==> src/include/kbm_pkg.sv <==
// constants, types and state layout of the keyboard host mailbox port
// assumes one 12 MHz controller clock and an active-high asynchronous reset
//
// Functional notes
// - data port write loads input, clears command flag
// - command port write loads input, sets command flag
// - data port read returns output buffer
// - host data read clears output full flag
// - status read has no side effects
// - controller output write loads buffer, sets flag
// - command flag copies host address bit two
// - enable flags: keyboard interrupt gated output-full
// - no enable flags: keyboard interrupt follows port bit
// - keyboard interrupt is zero after reset
// - enable flags: mouse interrupt gated inverted input-full
// - no enable flags: mouse interrupt follows port bit
// - port two bit one drives gate A20
// - legacy pins: one drives high six clocks
// - open drain legacy pins: one releases pin
// - legacy pins never input or inverted
// - four serial pins: inverted port bits, read back
// - controller input read clears input full flag
// - halt stops ALU clock, wakes on write
// - stop disables oscillator, wakes on write
// - exactly two controller interrupt sources
// - status clears on reset, controller writes user bits
// ==========================================================================
// package
package kbm_pkg;

  // host port offsets
  localparam logic [7:0] KBM_HOST_DATA_PORT_OFS = 8'h60;
  localparam logic [7:0] KBM_HOST_CMD_STATUS_PORT_OFS = 8'h64;

  // status register field positions
  localparam int KBM_ST_OUTPUT_FULL = 0;
  localparam int KBM_ST_INPUT_FULL = 1;
  localparam int KBM_ST_CMD_DATA = 3;
  localparam logic [7:0] KBM_ST_USER_MASK = 8'hf4;

  // controller port field positions
  localparam int KBM_P2_GATE_A20 = 1;
  localparam int KBM_P2_MOUSE_DATA = 2;
  localparam int KBM_P2_MOUSE_CLOCK = 3;
  localparam int KBM_P2_KBD_IRQ = 4;
  localparam int KBM_P2_MOUSE_IRQ = 5;
  localparam int KBM_P2_KBD_CLOCK = 6;
  localparam int KBM_P2_KBD_DATA = 7;
  localparam int KBM_NUM_LEGACY = 3;
  localparam logic [2:0][2:0] KBM_LEGACY_BITS = {3'h7, 3'h6, 3'h2};

  // reset values: serial pins held low, interrupt bits low
  localparam logic [7:0] KBM_STATUS_RST = 8'h00;
  localparam logic [7:0] KBM_P1_RST = 8'hff;
  localparam logic [7:0] KBM_P2_RST = 8'hce;

  // high-drive assist on legacy pins, counted in controller clocks
  localparam int KBM_ASSIST_TIME_NS = 500;
  localparam logic [2:0] KBM_ASSIST_CLKS = 3'h6;

  // output buffer depth
  localparam logic [1:0] KBM_FIFO_DEPTH = 2'h2;

  // power states
  typedef enum logic [1:0] {
    KBM_PWR_RUN = 2'b00,
    KBM_PWR_HALT = 2'b01,
    KBM_PWR_STOP = 2'b10
  } kbm_pwr_e;

  // whole block state
  typedef struct packed {
    kbm_pwr_e pwr;
    logic en_flags;
    logic [7:0] in_buf;
    logic [7:0] out_buf;
    logic [7:0] status;
    logic [7:0] p1;
    logic [7:0] p2;
    logic [2:0][2:0] assist_cnt;
    logic [1:0][7:0] fifo_mem;
    logic fifo_wp;
    logic fifo_rp;
    logic [1:0] fifo_cnt;
    logic tmr_flag;
    logic kbd_interrupt_out;
    logic mouse_interrupt_out;
    logic [7:0] host_rdata;
    logic wake;
    logic wake_call;
  } kbm_state_s;

endpackage

==> src/hdl/kbm_host_port.sv <==
// host mailbox port between system host and embedded keyboard controller
// assumes host cycles arrive already decoded to data/command port strobes
`timescale 1ns/1ns
`default_nettype none

module kbm_host_port
  import kbm_pkg::*;
(
  // clock and reset
  input wire logic i_clk,
  input wire logic i_rst,
  // host side
  input wire logic i_host_wr,
  input wire logic i_host_rd,
  input wire logic i_host_addr_bit2,
  input wire logic [7:0] i_host_wdata,
  output logic [7:0] o_host_rdata,
  // controller output data stream
  input wire logic i_ctl_out_valid,
  input wire logic [7:0] i_ctl_out_data,
  output logic o_ctl_out_ready,
  // controller input data and status
  input wire logic i_ctl_in_rd,
  output logic [7:0] o_ctl_in_data,
  output logic [7:0] o_ctl_status,
  input wire logic i_ctl_status_wr,
  input wire logic [7:0] i_ctl_status_wdata,
  // controller ports and options
  input wire logic i_ctl_p1_wr,
  input wire logic [7:0] i_ctl_p1_data,
  input wire logic i_ctl_p2_wr,
  input wire logic [7:0] i_ctl_p2_data,
  input wire logic i_ctl_en_flags,
  input wire logic i_legacy_open_drain,
  output logic o_test_input_zero,
  output logic o_test_input_one,
  output logic [1:0] o_port1_in,
  // controller power and interrupts
  input wire logic i_ctl_halt,
  input wire logic i_ctl_stop,
  input wire logic i_ibf_int_en,
  input wire logic i_timer_ovf,
  input wire logic i_timer_irq_ack,
  output logic o_alu_clk_en,
  output logic o_osc_en,
  output logic o_wake,
  output logic o_wake_call,
  output logic [1:0] o_ctl_irq,
  // host interrupts and gate
  output logic o_kbd_interrupt_out,
  output logic o_mouse_interrupt_out,
  output logic o_gate_a20,
  // serial pins, open drain, enable low while driving
  input wire logic i_kbd_clock_pin,
  input wire logic i_kbd_data_pin,
  input wire logic i_mouse_clock_pin,
  input wire logic i_mouse_data_pin,
  output logic [3:0] o_serial_pin_out,
  output logic [3:0] o_serial_pin_oe_n,
  // legacy port one pins 7, 6, 2 (index 2, 1, 0)
  output logic [2:0] o_legacy_pin_out,
  output logic [2:0] o_legacy_pin_oe_n
);

  // ==========================================================================
  // state
  kbm_state_s s_q;
  kbm_state_s s_d;
  logic host_wr_data;
  logic host_wr_cmd;
  logic host_rd_data;
  logic fifo_push;
  logic fifo_pop;

  // host strobe decode: address bit 2 selects command/status port
  assign host_wr_data = i_host_wr & ~i_host_addr_bit2;
  assign host_wr_cmd = i_host_wr & i_host_addr_bit2;
  assign host_rd_data = i_host_rd & ~i_host_addr_bit2;

  // output buffer handshake: ready while a slot is free
  assign o_ctl_out_ready = (s_q.fifo_cnt != KBM_FIFO_DEPTH);
  assign fifo_push = i_ctl_out_valid & o_ctl_out_ready;
  assign fifo_pop = (s_q.fifo_cnt != 2'h0) & ~s_q.status[KBM_ST_OUTPUT_FULL];

  // ==========================================================================
  // next state
  always_comb begin
    s_d = s_q;
    s_d.wake = 1'b0;
    s_d.wake_call = 1'b0;

    // enable-flags option is sticky until reset
    if (i_ctl_en_flags) begin
      s_d.en_flags = 1'b1;
    end

    // host read: status has no side effect, data read frees output flag
    if (i_host_rd) begin
      if (i_host_addr_bit2) begin
        s_d.host_rdata = s_q.status;
      end else begin
        s_d.host_rdata = s_q.out_buf;
        s_d.status[KBM_ST_OUTPUT_FULL] = 1'b0;
      end
    end

    // controller status write touches user bits only
    if (i_ctl_status_wr) begin
      s_d.status = (s_q.status & ~KBM_ST_USER_MASK) | (i_ctl_status_wdata & KBM_ST_USER_MASK);
    end

    // controller read of input buffer clears input flag
    if (i_ctl_in_rd) begin
      s_d.status[KBM_ST_INPUT_FULL] = 1'b0;
    end

    // host write; a set in the same cycle as the clear wins
    if (i_host_wr) begin
      s_d.in_buf = i_host_wdata;
      s_d.status[KBM_ST_INPUT_FULL] = 1'b1;
      s_d.status[KBM_ST_CMD_DATA] = i_host_addr_bit2;
      if (host_wr_cmd) begin
        s_d.status[KBM_ST_CMD_DATA] = 1'b1;
      end
      if (host_wr_data) begin
        s_d.status[KBM_ST_CMD_DATA] = 1'b0;
      end
    end

    // two-entry output buffer
    if (fifo_push) begin
      s_d.fifo_mem[s_q.fifo_wp] = i_ctl_out_data;
      s_d.fifo_wp = ~s_q.fifo_wp;
    end
    if (fifo_pop) begin
      s_d.out_buf = s_q.fifo_mem[s_q.fifo_rp];
      s_d.status[KBM_ST_OUTPUT_FULL] = 1'b1;
      s_d.fifo_rp = ~s_q.fifo_rp;
    end
    s_d.fifo_cnt = s_q.fifo_cnt + {1'b0, fifo_push} - {1'b0, fifo_pop};

    // port writes
    if (i_ctl_p2_wr) begin
      s_d.p2 = i_ctl_p2_data;
    end
    if (i_ctl_p1_wr) begin
      s_d.p1 = i_ctl_p1_data;
    end

    // legacy pins: assist counter loads on a written one
    for (int i = 0; i < KBM_NUM_LEGACY; i++) begin
      if (s_q.assist_cnt[i] != 3'h0) begin
        s_d.assist_cnt[i] = s_q.assist_cnt[i] - 3'h1;
      end
      if (i_ctl_p1_wr) begin
        if (i_ctl_p1_data[KBM_LEGACY_BITS[i]] && !i_legacy_open_drain) begin
          s_d.assist_cnt[i] = KBM_ASSIST_CLKS;
        end else begin
          s_d.assist_cnt[i] = 3'h0;
        end
      end
    end

    // timer overflow flag, set wins over acknowledge
    if (i_timer_irq_ack) begin
      s_d.tmr_flag = 1'b0;
    end
    if (i_timer_ovf) begin
      s_d.tmr_flag = 1'b1;
    end

    // power modes: a host input write wakes the core
    unique case (s_q.pwr)
      KBM_PWR_RUN: begin
        if (i_ctl_stop) begin
          s_d.pwr = KBM_PWR_STOP;
        end else if (i_ctl_halt) begin
          s_d.pwr = KBM_PWR_HALT;
        end
      end
      KBM_PWR_HALT, KBM_PWR_STOP: begin
        if (i_host_wr) begin
          s_d.pwr = KBM_PWR_RUN;
          s_d.wake = 1'b1;
          s_d.wake_call = i_ibf_int_en;
        end
      end
      default: begin
        s_d.pwr = KBM_PWR_RUN;
      end
    endcase

    // host interrupts from next flag and port values
    if (s_d.en_flags) begin
      s_d.kbd_interrupt_out = s_d.p2[KBM_P2_KBD_IRQ] & s_d.status[KBM_ST_OUTPUT_FULL];
      s_d.mouse_interrupt_out = s_d.p2[KBM_P2_MOUSE_IRQ] & ~s_d.status[KBM_ST_INPUT_FULL];
    end else begin
      s_d.kbd_interrupt_out = s_d.p2[KBM_P2_KBD_IRQ];
      s_d.mouse_interrupt_out = s_d.p2[KBM_P2_MOUSE_IRQ];
    end
  end

  // ==========================================================================
  // state register
  always_ff @(posedge i_clk or posedge i_rst) begin
    if (i_rst) begin
      s_q <= '0;
      s_q.pwr <= KBM_PWR_RUN;
      s_q.status <= KBM_STATUS_RST;
      s_q.p1 <= KBM_P1_RST;
      s_q.p2 <= KBM_P2_RST;
      s_q.kbd_interrupt_out <= 1'b0;
    end else begin
      s_q <= s_d;
    end
  end

  // ==========================================================================
  // outputs
  // host and controller facing data
  assign o_host_rdata = s_q.host_rdata;
  assign o_ctl_in_data = s_q.in_buf;
  assign o_ctl_status = s_q.status;
  assign o_kbd_interrupt_out = s_q.kbd_interrupt_out;
  assign o_mouse_interrupt_out = s_q.mouse_interrupt_out;
  assign o_gate_a20 = s_q.p2[KBM_P2_GATE_A20];

  // power and the two controller interrupt sources
  assign o_alu_clk_en = (s_q.pwr == KBM_PWR_RUN);
  assign o_osc_en = (s_q.pwr != KBM_PWR_STOP);
  assign o_wake = s_q.wake;
  assign o_wake_call = s_q.wake_call;
  assign o_ctl_irq = {s_q.tmr_flag, s_q.status[KBM_ST_INPUT_FULL] & i_ibf_int_en};

  // serial pins: port bit high pulls pin low; order kbd_clock_pin, kbd_data_pin, mclk, mouse_data_pin
  assign o_serial_pin_out = 4'h0;
  assign o_serial_pin_oe_n = {~s_q.p2[KBM_P2_KBD_CLOCK], ~s_q.p2[KBM_P2_KBD_DATA],
                              ~s_q.p2[KBM_P2_MOUSE_CLOCK], ~s_q.p2[KBM_P2_MOUSE_DATA]};
  assign o_test_input_zero = i_kbd_clock_pin;
  assign o_test_input_one = i_mouse_clock_pin;
  assign o_port1_in = {i_mouse_data_pin, i_kbd_data_pin};

  // legacy pins: always outputs, never inverted
  for (genvar g = 0; g < KBM_NUM_LEGACY; g++) begin : g_legacy
    assign o_legacy_pin_out[g] = s_q.p1[KBM_LEGACY_BITS[g]];
    // open drain cuts a running assist short so a one never drives high
    assign o_legacy_pin_oe_n[g] = s_q.p1[KBM_LEGACY_BITS[g]] &
                                  ((s_q.assist_cnt[g] == 3'h0) | i_legacy_open_drain);
  end

endmodule

`default_nettype wire

==> config.mk <==
export PLATFORM = sky130hd
export DESIGN_NAME = kbm_host_port
export DESIGN_NICKNAME = d
export VERILOG_FILES = /design/src/include/kbm_pkg.sv /design/src/hdl/kbm_host_port.sv
export SDC_FILE = /design/constraint.sdc
export NUM_CORES = 1
export LEC_CHECK = 0
export ABC_AREA = 0
export BUFFER_PORTS_ARGS = -buffer_cell sky130_fd_sc_hd__buf_2
export CORE_MARGIN = 2
export CORE_UTILIZATION = 50
export CTS_BUF_LIST = sky130_fd_sc_hd__clkbuf_8
export CTS_CLUSTER_SIZE = 20
export DETAILED_ROUTE_END_ITERATION = 10
export GPL_TIMING_DRIVEN = 0
export PLACE_DENSITY = 0.78
export SLEW_MARGIN = 10
export SYNTH_ARGS = -nofsm -noshare
export SYNTH_HDL_FRONTEND = slang
export SYNTH_SLANG_ARGS = --single-unit
==> constraint.sdc <==
create_clock -name i_clk -period 3 [get_ports i_clk]
set_input_delay 0.45 -clock i_clk [delete_from_list [all_inputs] [get_ports i_clk]]
set_output_delay 0.45 -clock i_clk [all_outputs]
set_load 0.02 [all_outputs]
### After elaboration in Yosys (flattened, before gate mapping)

Index checks and enable logic that the tools add are counted.

* add/subtract/negate cells: 5
* order comparisons: 3
* equality and inequality tests: 6
* muxes and demuxes: 35
* bitwise operators: 23
* reductions and logical operators: 20

Operators by type and width (count)
* 2-to-1 mux 8 bit: 4
* 2-to-1 mux 3 bit: 9
* bitwise mux 16 bit: 1
* 2-to-1 mux 2 bit: 6
* nonzero test 2 bit: 6
* 2-to-1 mux 1 bit: 11
* bitwise AND 1 bit: 10
* zero test 3 bit: 3
* inverter 1 bit: 9
* nonzero test 3 bit: 3
* subtractor 3 x 1 -> 3 bit (second input constant): 3
* demux 8 bit (select 1 bit): 1
* bitwise OR 4 x 8 -> 8 bit: 1
* 2-to-1 mux 6 bit: 1
* inequality test 2 bit (second input constant): 3
* logical AND 1 bit: 4
* less-than comparator 1 x 2 -> 1 bit (second input constant): 2
* 2-to-1 mux 4 bit: 1
* one-hot mux 2 bit (2 select lines): 1
* inequality test 3 bit (second input constant): 1
* bitwise OR 1 bit: 3
* adder 2 x 1 -> 2 bit: 1
* equality test 2 x 1 -> 1 bit (second input constant): 1
* equality test 2 bit (second input constant): 1
* 6 further kinds: 6

* flip-flop bits (word level): 85
* input port bits: 61
* output and inout bits: 52
* logic and storage cells: 116

### Logic depth before layout (Yosys ltp)

* word-level depth: 8
* mapped depth: 8
* mapped depth without buffers: 7

### Worst setup path after synthesis

No wires, ideal clock.

* path type: register to register
* start point: reg s_q[14] (netlist name)
* end point: reg s_q[14] (netlist name)
* setup time: 125 ps
* data arrival time: 1641 ps
* required time: 2875 ps
* slack: 1234 ps
* stages on the path, launching flop included: 9
* buffers on the path: 1
* clock period less this slack: 1766 ps
* cell sequence: dfrtp_1 > o21bai_2 > buf_2 > inv_1 > ha_1 > inv_1 > ha_1 > xnor2_1 > xnor2_1

RTL lines
* start: declaration: line kbm_host_port.sv:67 `kbm_state_s s_q;`

### Worst setup path in the final report

* start point: reg s_q[39] (netlist name)
* end point: out o_legacy_pin_oe_n[2]

* cells in the longest elaborated chain, start to end: 3

Ends and longest elaborated chain
* zero test 3 bit: line kbm_host_port.sv:248 `((s_q.assist_cnt[g] == 3'h0) | i_legacy_open_drain);`
* bitwise OR 1 bit: line kbm_host_port.sv:248
* bitwise AND 1 bit: line kbm_host_port.sv:247 `assign o_legacy_pin_oe_n[g] = s_q.p1[KBM_LEGACY_BITS[g]] &`
* end: declaration: line kbm_host_port.sv:62 `output logic [2:0] o_legacy_pin_oe_n`

Every way passes these cells.

==> flow_metrics.py <==
metrics = {
    "placement": {
        "hpwl_um": 5030,
        "place.gp.congestion": 0.781,
        "post-place-ws_ps": 1020,
        "place.port_buffers": 92,
        "dp_cells": 500,
    },
    "global_routing": {
        "overflow": 0,
        "grt_max_degree": 54,
        "grt_pass1_vias": 2487,
        "grt_usage": 0.175,
        "grt_pass1_wl_um": 11400,
        "antenna_found_initial": 0,
    },
    "power_and_ir_drop": {
        "intPower_w": 0.00251,
        "netSwitchingFraction": 0.315,
        "peakVddDrop_mv": 0.440,
        "power_frac_comb": 0.351,
        "pwr-share-seq": 0.427,
        "clkPwrFrac": 0.222,
        "switching_power_w": 0.00115,
        "power_w": 0.00367,
        "power.density_nw_per_um2": 812,
        "power.leakage_nw": 2.28,
    },
    "detailed_routing": {
        "wl_met2_um": 3360,
        "dr.pass1.iters": 4,
        "routedWlPerCell_um": 12.8,
        "route.met3.wl_um": 312,
        "drcViolationCount": 0,
        "top_layer_used": "met4",
        "drtIter0Drc": 110,
        "wl_met1_um": 2830,
        "ant_nets": 0,
        "routed_via_density": 4.76,
        "routed_wl_um": 6630,
        "vias": 2456,
    },
    "sta": {
        "finalSetupViolCount": 0,
        "drv_slew": 0,
        "max_freq_ghz": 0.495,
        "fin_ws_ps": 982,
        "hold_viol_final": 0,
        "period_share": 0.673,
        "grt_setup_unrepaired": "no",
        "clock_skew_ps": 8.56,
        "layout_min_cycle_time_ps": 2020,
        "holdWs_ps": 94.6,
    },
    "clock_tree": {
        "cts-resized-gates": 0,
        "htreeDepth": 3,
        "cts_hold_buf": 0,
        "root_buffer": "clkbuf_8",
        "cts_buffers": 9,
        "clk_latency_ps": 330,
        "path_clk_slew_ps": 80,
        "cts_sinks": 79,
        "cts_tree": "built",
        "post_cts_buffers": 0,
        "cts.path.max_buffers": 2,
    },
    "cells_and_area": {
        "antennaDiodeCount": 0,
        "stdcell_count": 516,
        "nets": 483,
        "final_core_util": 0.629,
        "drive_gt1_frac": 0.477,
        "syn2layout_area_growth_pct": 22.6,
    },
    "synth": {
        "yosys.cell_types.count": 33,
        "ys_seq_area_frac": 0.540,
        "yosys_warnings": 0,
        "syn-cell-area_um2": 3680,
        "syn_area_per_cell_um2": 12.1,
        "netlist_instances": 305,
        "ys_seq_elements": 79,
    },
    "worst_setup_path": {
        "cp-start-kind": "register",
        "crit_path_top_delay_cell": "dfrtp_1",
        "critPathRequiredTime_ps": 2550,
        "cp_top_family": "flip-flops",
        "crit_type": "register to primary output",
        "path_buf_inv": 2,
        "cp_data_arrival_time_ps": 1570,
        "cp-end-kind": "primary output",
        "slowest_delay_ps": 360,
        "crit_chain": "inv_1 -> ha_1 -> nor2b_1 -> o21a_1 -> buf_2",
        "critPathMaxFanout": 3,
    },
    "run": {
        "maxCapViolCount": 0,
    },
    "die": {
        "die_area_um2": 8060,
        "initial_core_util": 0.513,
        "rows": 31,
        "core_um2": 7180,
        "die_w_um": 89.8,
        "die_h_um": 89.8,
        "io_pins": 113,
    },
    "outcome": {
        "status": "finished, final reports clean",
    },
    "min_path": {
        "hold_class": "input pin to async pin",
    },
}
==> cells by family after synthesis <==
family / after synthesis / synth area share
other: 1 / 0.00102
adders and majority gates: 10 / 0.0340
buffers and inverters: 67 / 0.109
xor gates and xnor gates: 7 / 0.0167
AOI/OAI and AO/OA: 40 / 0.0642
DFF: 79 / 0.540
and+or+nand+nor: 43 / 0.0564
muxes: 58 / 0.179
==> metal layers <==
layer	vias up	GRT usage
met4	0	0.0795
met3	11	0.0369
met1	1195	0.218
met2	64	0.294
met5	-	0
li1	1186	-
==> Yosys cell counts (all sizes together) <==
cell	n	area share
nor3b	1	0.0020
o21ai	19	0.026
o21bai	1	0.0031
inv	21	0.021
and3b	1	0.0024
nor2b	3	0.0051
clkbuf	5	0.0054
dfrtp	71	0.48
xnor2	7	0.017
a21o	2	0.0041
dfstp	8	0.057
mux2	39	0.13
ha	10	0.034
buf	41	0.082
nand2	14	0.014
o21a	6	0.012
nor3	1	0.0014
nor2	15	0.015
conb	1	0.0010
a21oi	9	0.012
mux2i	19	0.052
nand2b	2	0.0041
a21boi	2	0.0041
and2	2	0.0034
nand3b	2	0.0041
and3	1	0.0017
nand3	1	0.0027
a32o	1	0.0027
==> stage by stage <==
stage | TNS [ps] | instance area (µm²)
2_1_floorplan | 0 | 3690
3_3_place_gp | -25110 | 4280
3_5_place_dp | 0 | 4310
4_1_cts | 0 | 4510
5_1_grt | 0 | 4510
6_report | 0 | 4510
==> flip-flops by register name (all words and copies together) (netlist names) <==
name and cells:
o_gate_a20 1, o_ctl_status 8, o_wake 1, s_q 46
o_wake_call 1, o_kbd_interrupt_out 1, o_ctl_in_data 8, o_mouse_interrupt_out 1
o_host_rdata 8, o_legacy_pin_out 3, o_ctl_irq 1
==> worst register-to-register path: cells and delay by family (launching register included) <==
kind	cells	cell delay (ps)
xor+xnor	2	300
flops	1	430
fa+ha+maj	2	450
buf+inv	3	400
compound gates	1	310
==> final timing paths <==
kind | cells after the start | slack (ps) | endpoint | start
max in group asynchronous | 3 | 2290 | o_gate_a20 | i_rst
min in group i_clk | 2 | 300 | o_ctl_irq[1] | i_timer_ovf
max reg2reg | 8 | 1030 | s_q[14] | s_q[14]
min | 2 | 90 | s_q[84] | i_rst
max | 5 | 980 | o_legacy_pin_oe_n[2] | s_q[39]
min reg2reg | 2 | 480 | s_q[73] | s_q[73]
==> power by group through the flow <==
| stage | Sequential, W | Combinational (W) | Clock (W) |
|---|---|---|---|
| 2_1_floorplan | 0.00155 | 0.00100 | 0 |
| 3_3_place_gp | 0.00157 | 0.00124 | 0 |
| 3_5_place_dp | 0.00159 | 0.00130 | 0 |
| 4_1_cts | 0.00157 | 0.00131 | 0.000839 |
| 5_1_grt | 0.00161 | 0.00143 | 0.000882 |
| 6_report | 0.00156 | 0.00129 | 0.000814 |
==> placed cells by master (no fill, tap or decap), drive strengths merged, types with 10 or more instances in the layout <==
cell type / synthesis / routed
buf: 41 / 134
clkbuf: 5 / 14
dfrtp: 71 / 71
ha: 10 / 10
inv: 21 / 24
mux2: 39 / 39
mux2i: 19 / 19
nand2: 14 / 14
nor2: 15 / 15
o21ai: 19 / 19
==> area by class of cell <==
| cell class | count | area, µm² |
|---|---|---|
| Tap cell | 99 | 124 |
| Timing Repair Buffer | 93 | 488 |
| Buffer | 46 | 322 |
| Multi-Input combinational cell | 162 | 1310 |
| Clock inverter | 7 | 81.3 |
| Sequential cell | 79 | 1990 |
| Inverter | 21 | 81.3 |
| Clock buffer | 9 | 124 |
| Fill cell | 594 | 2660 |
No activity file was read; power rests on OpenSTA's default activity.
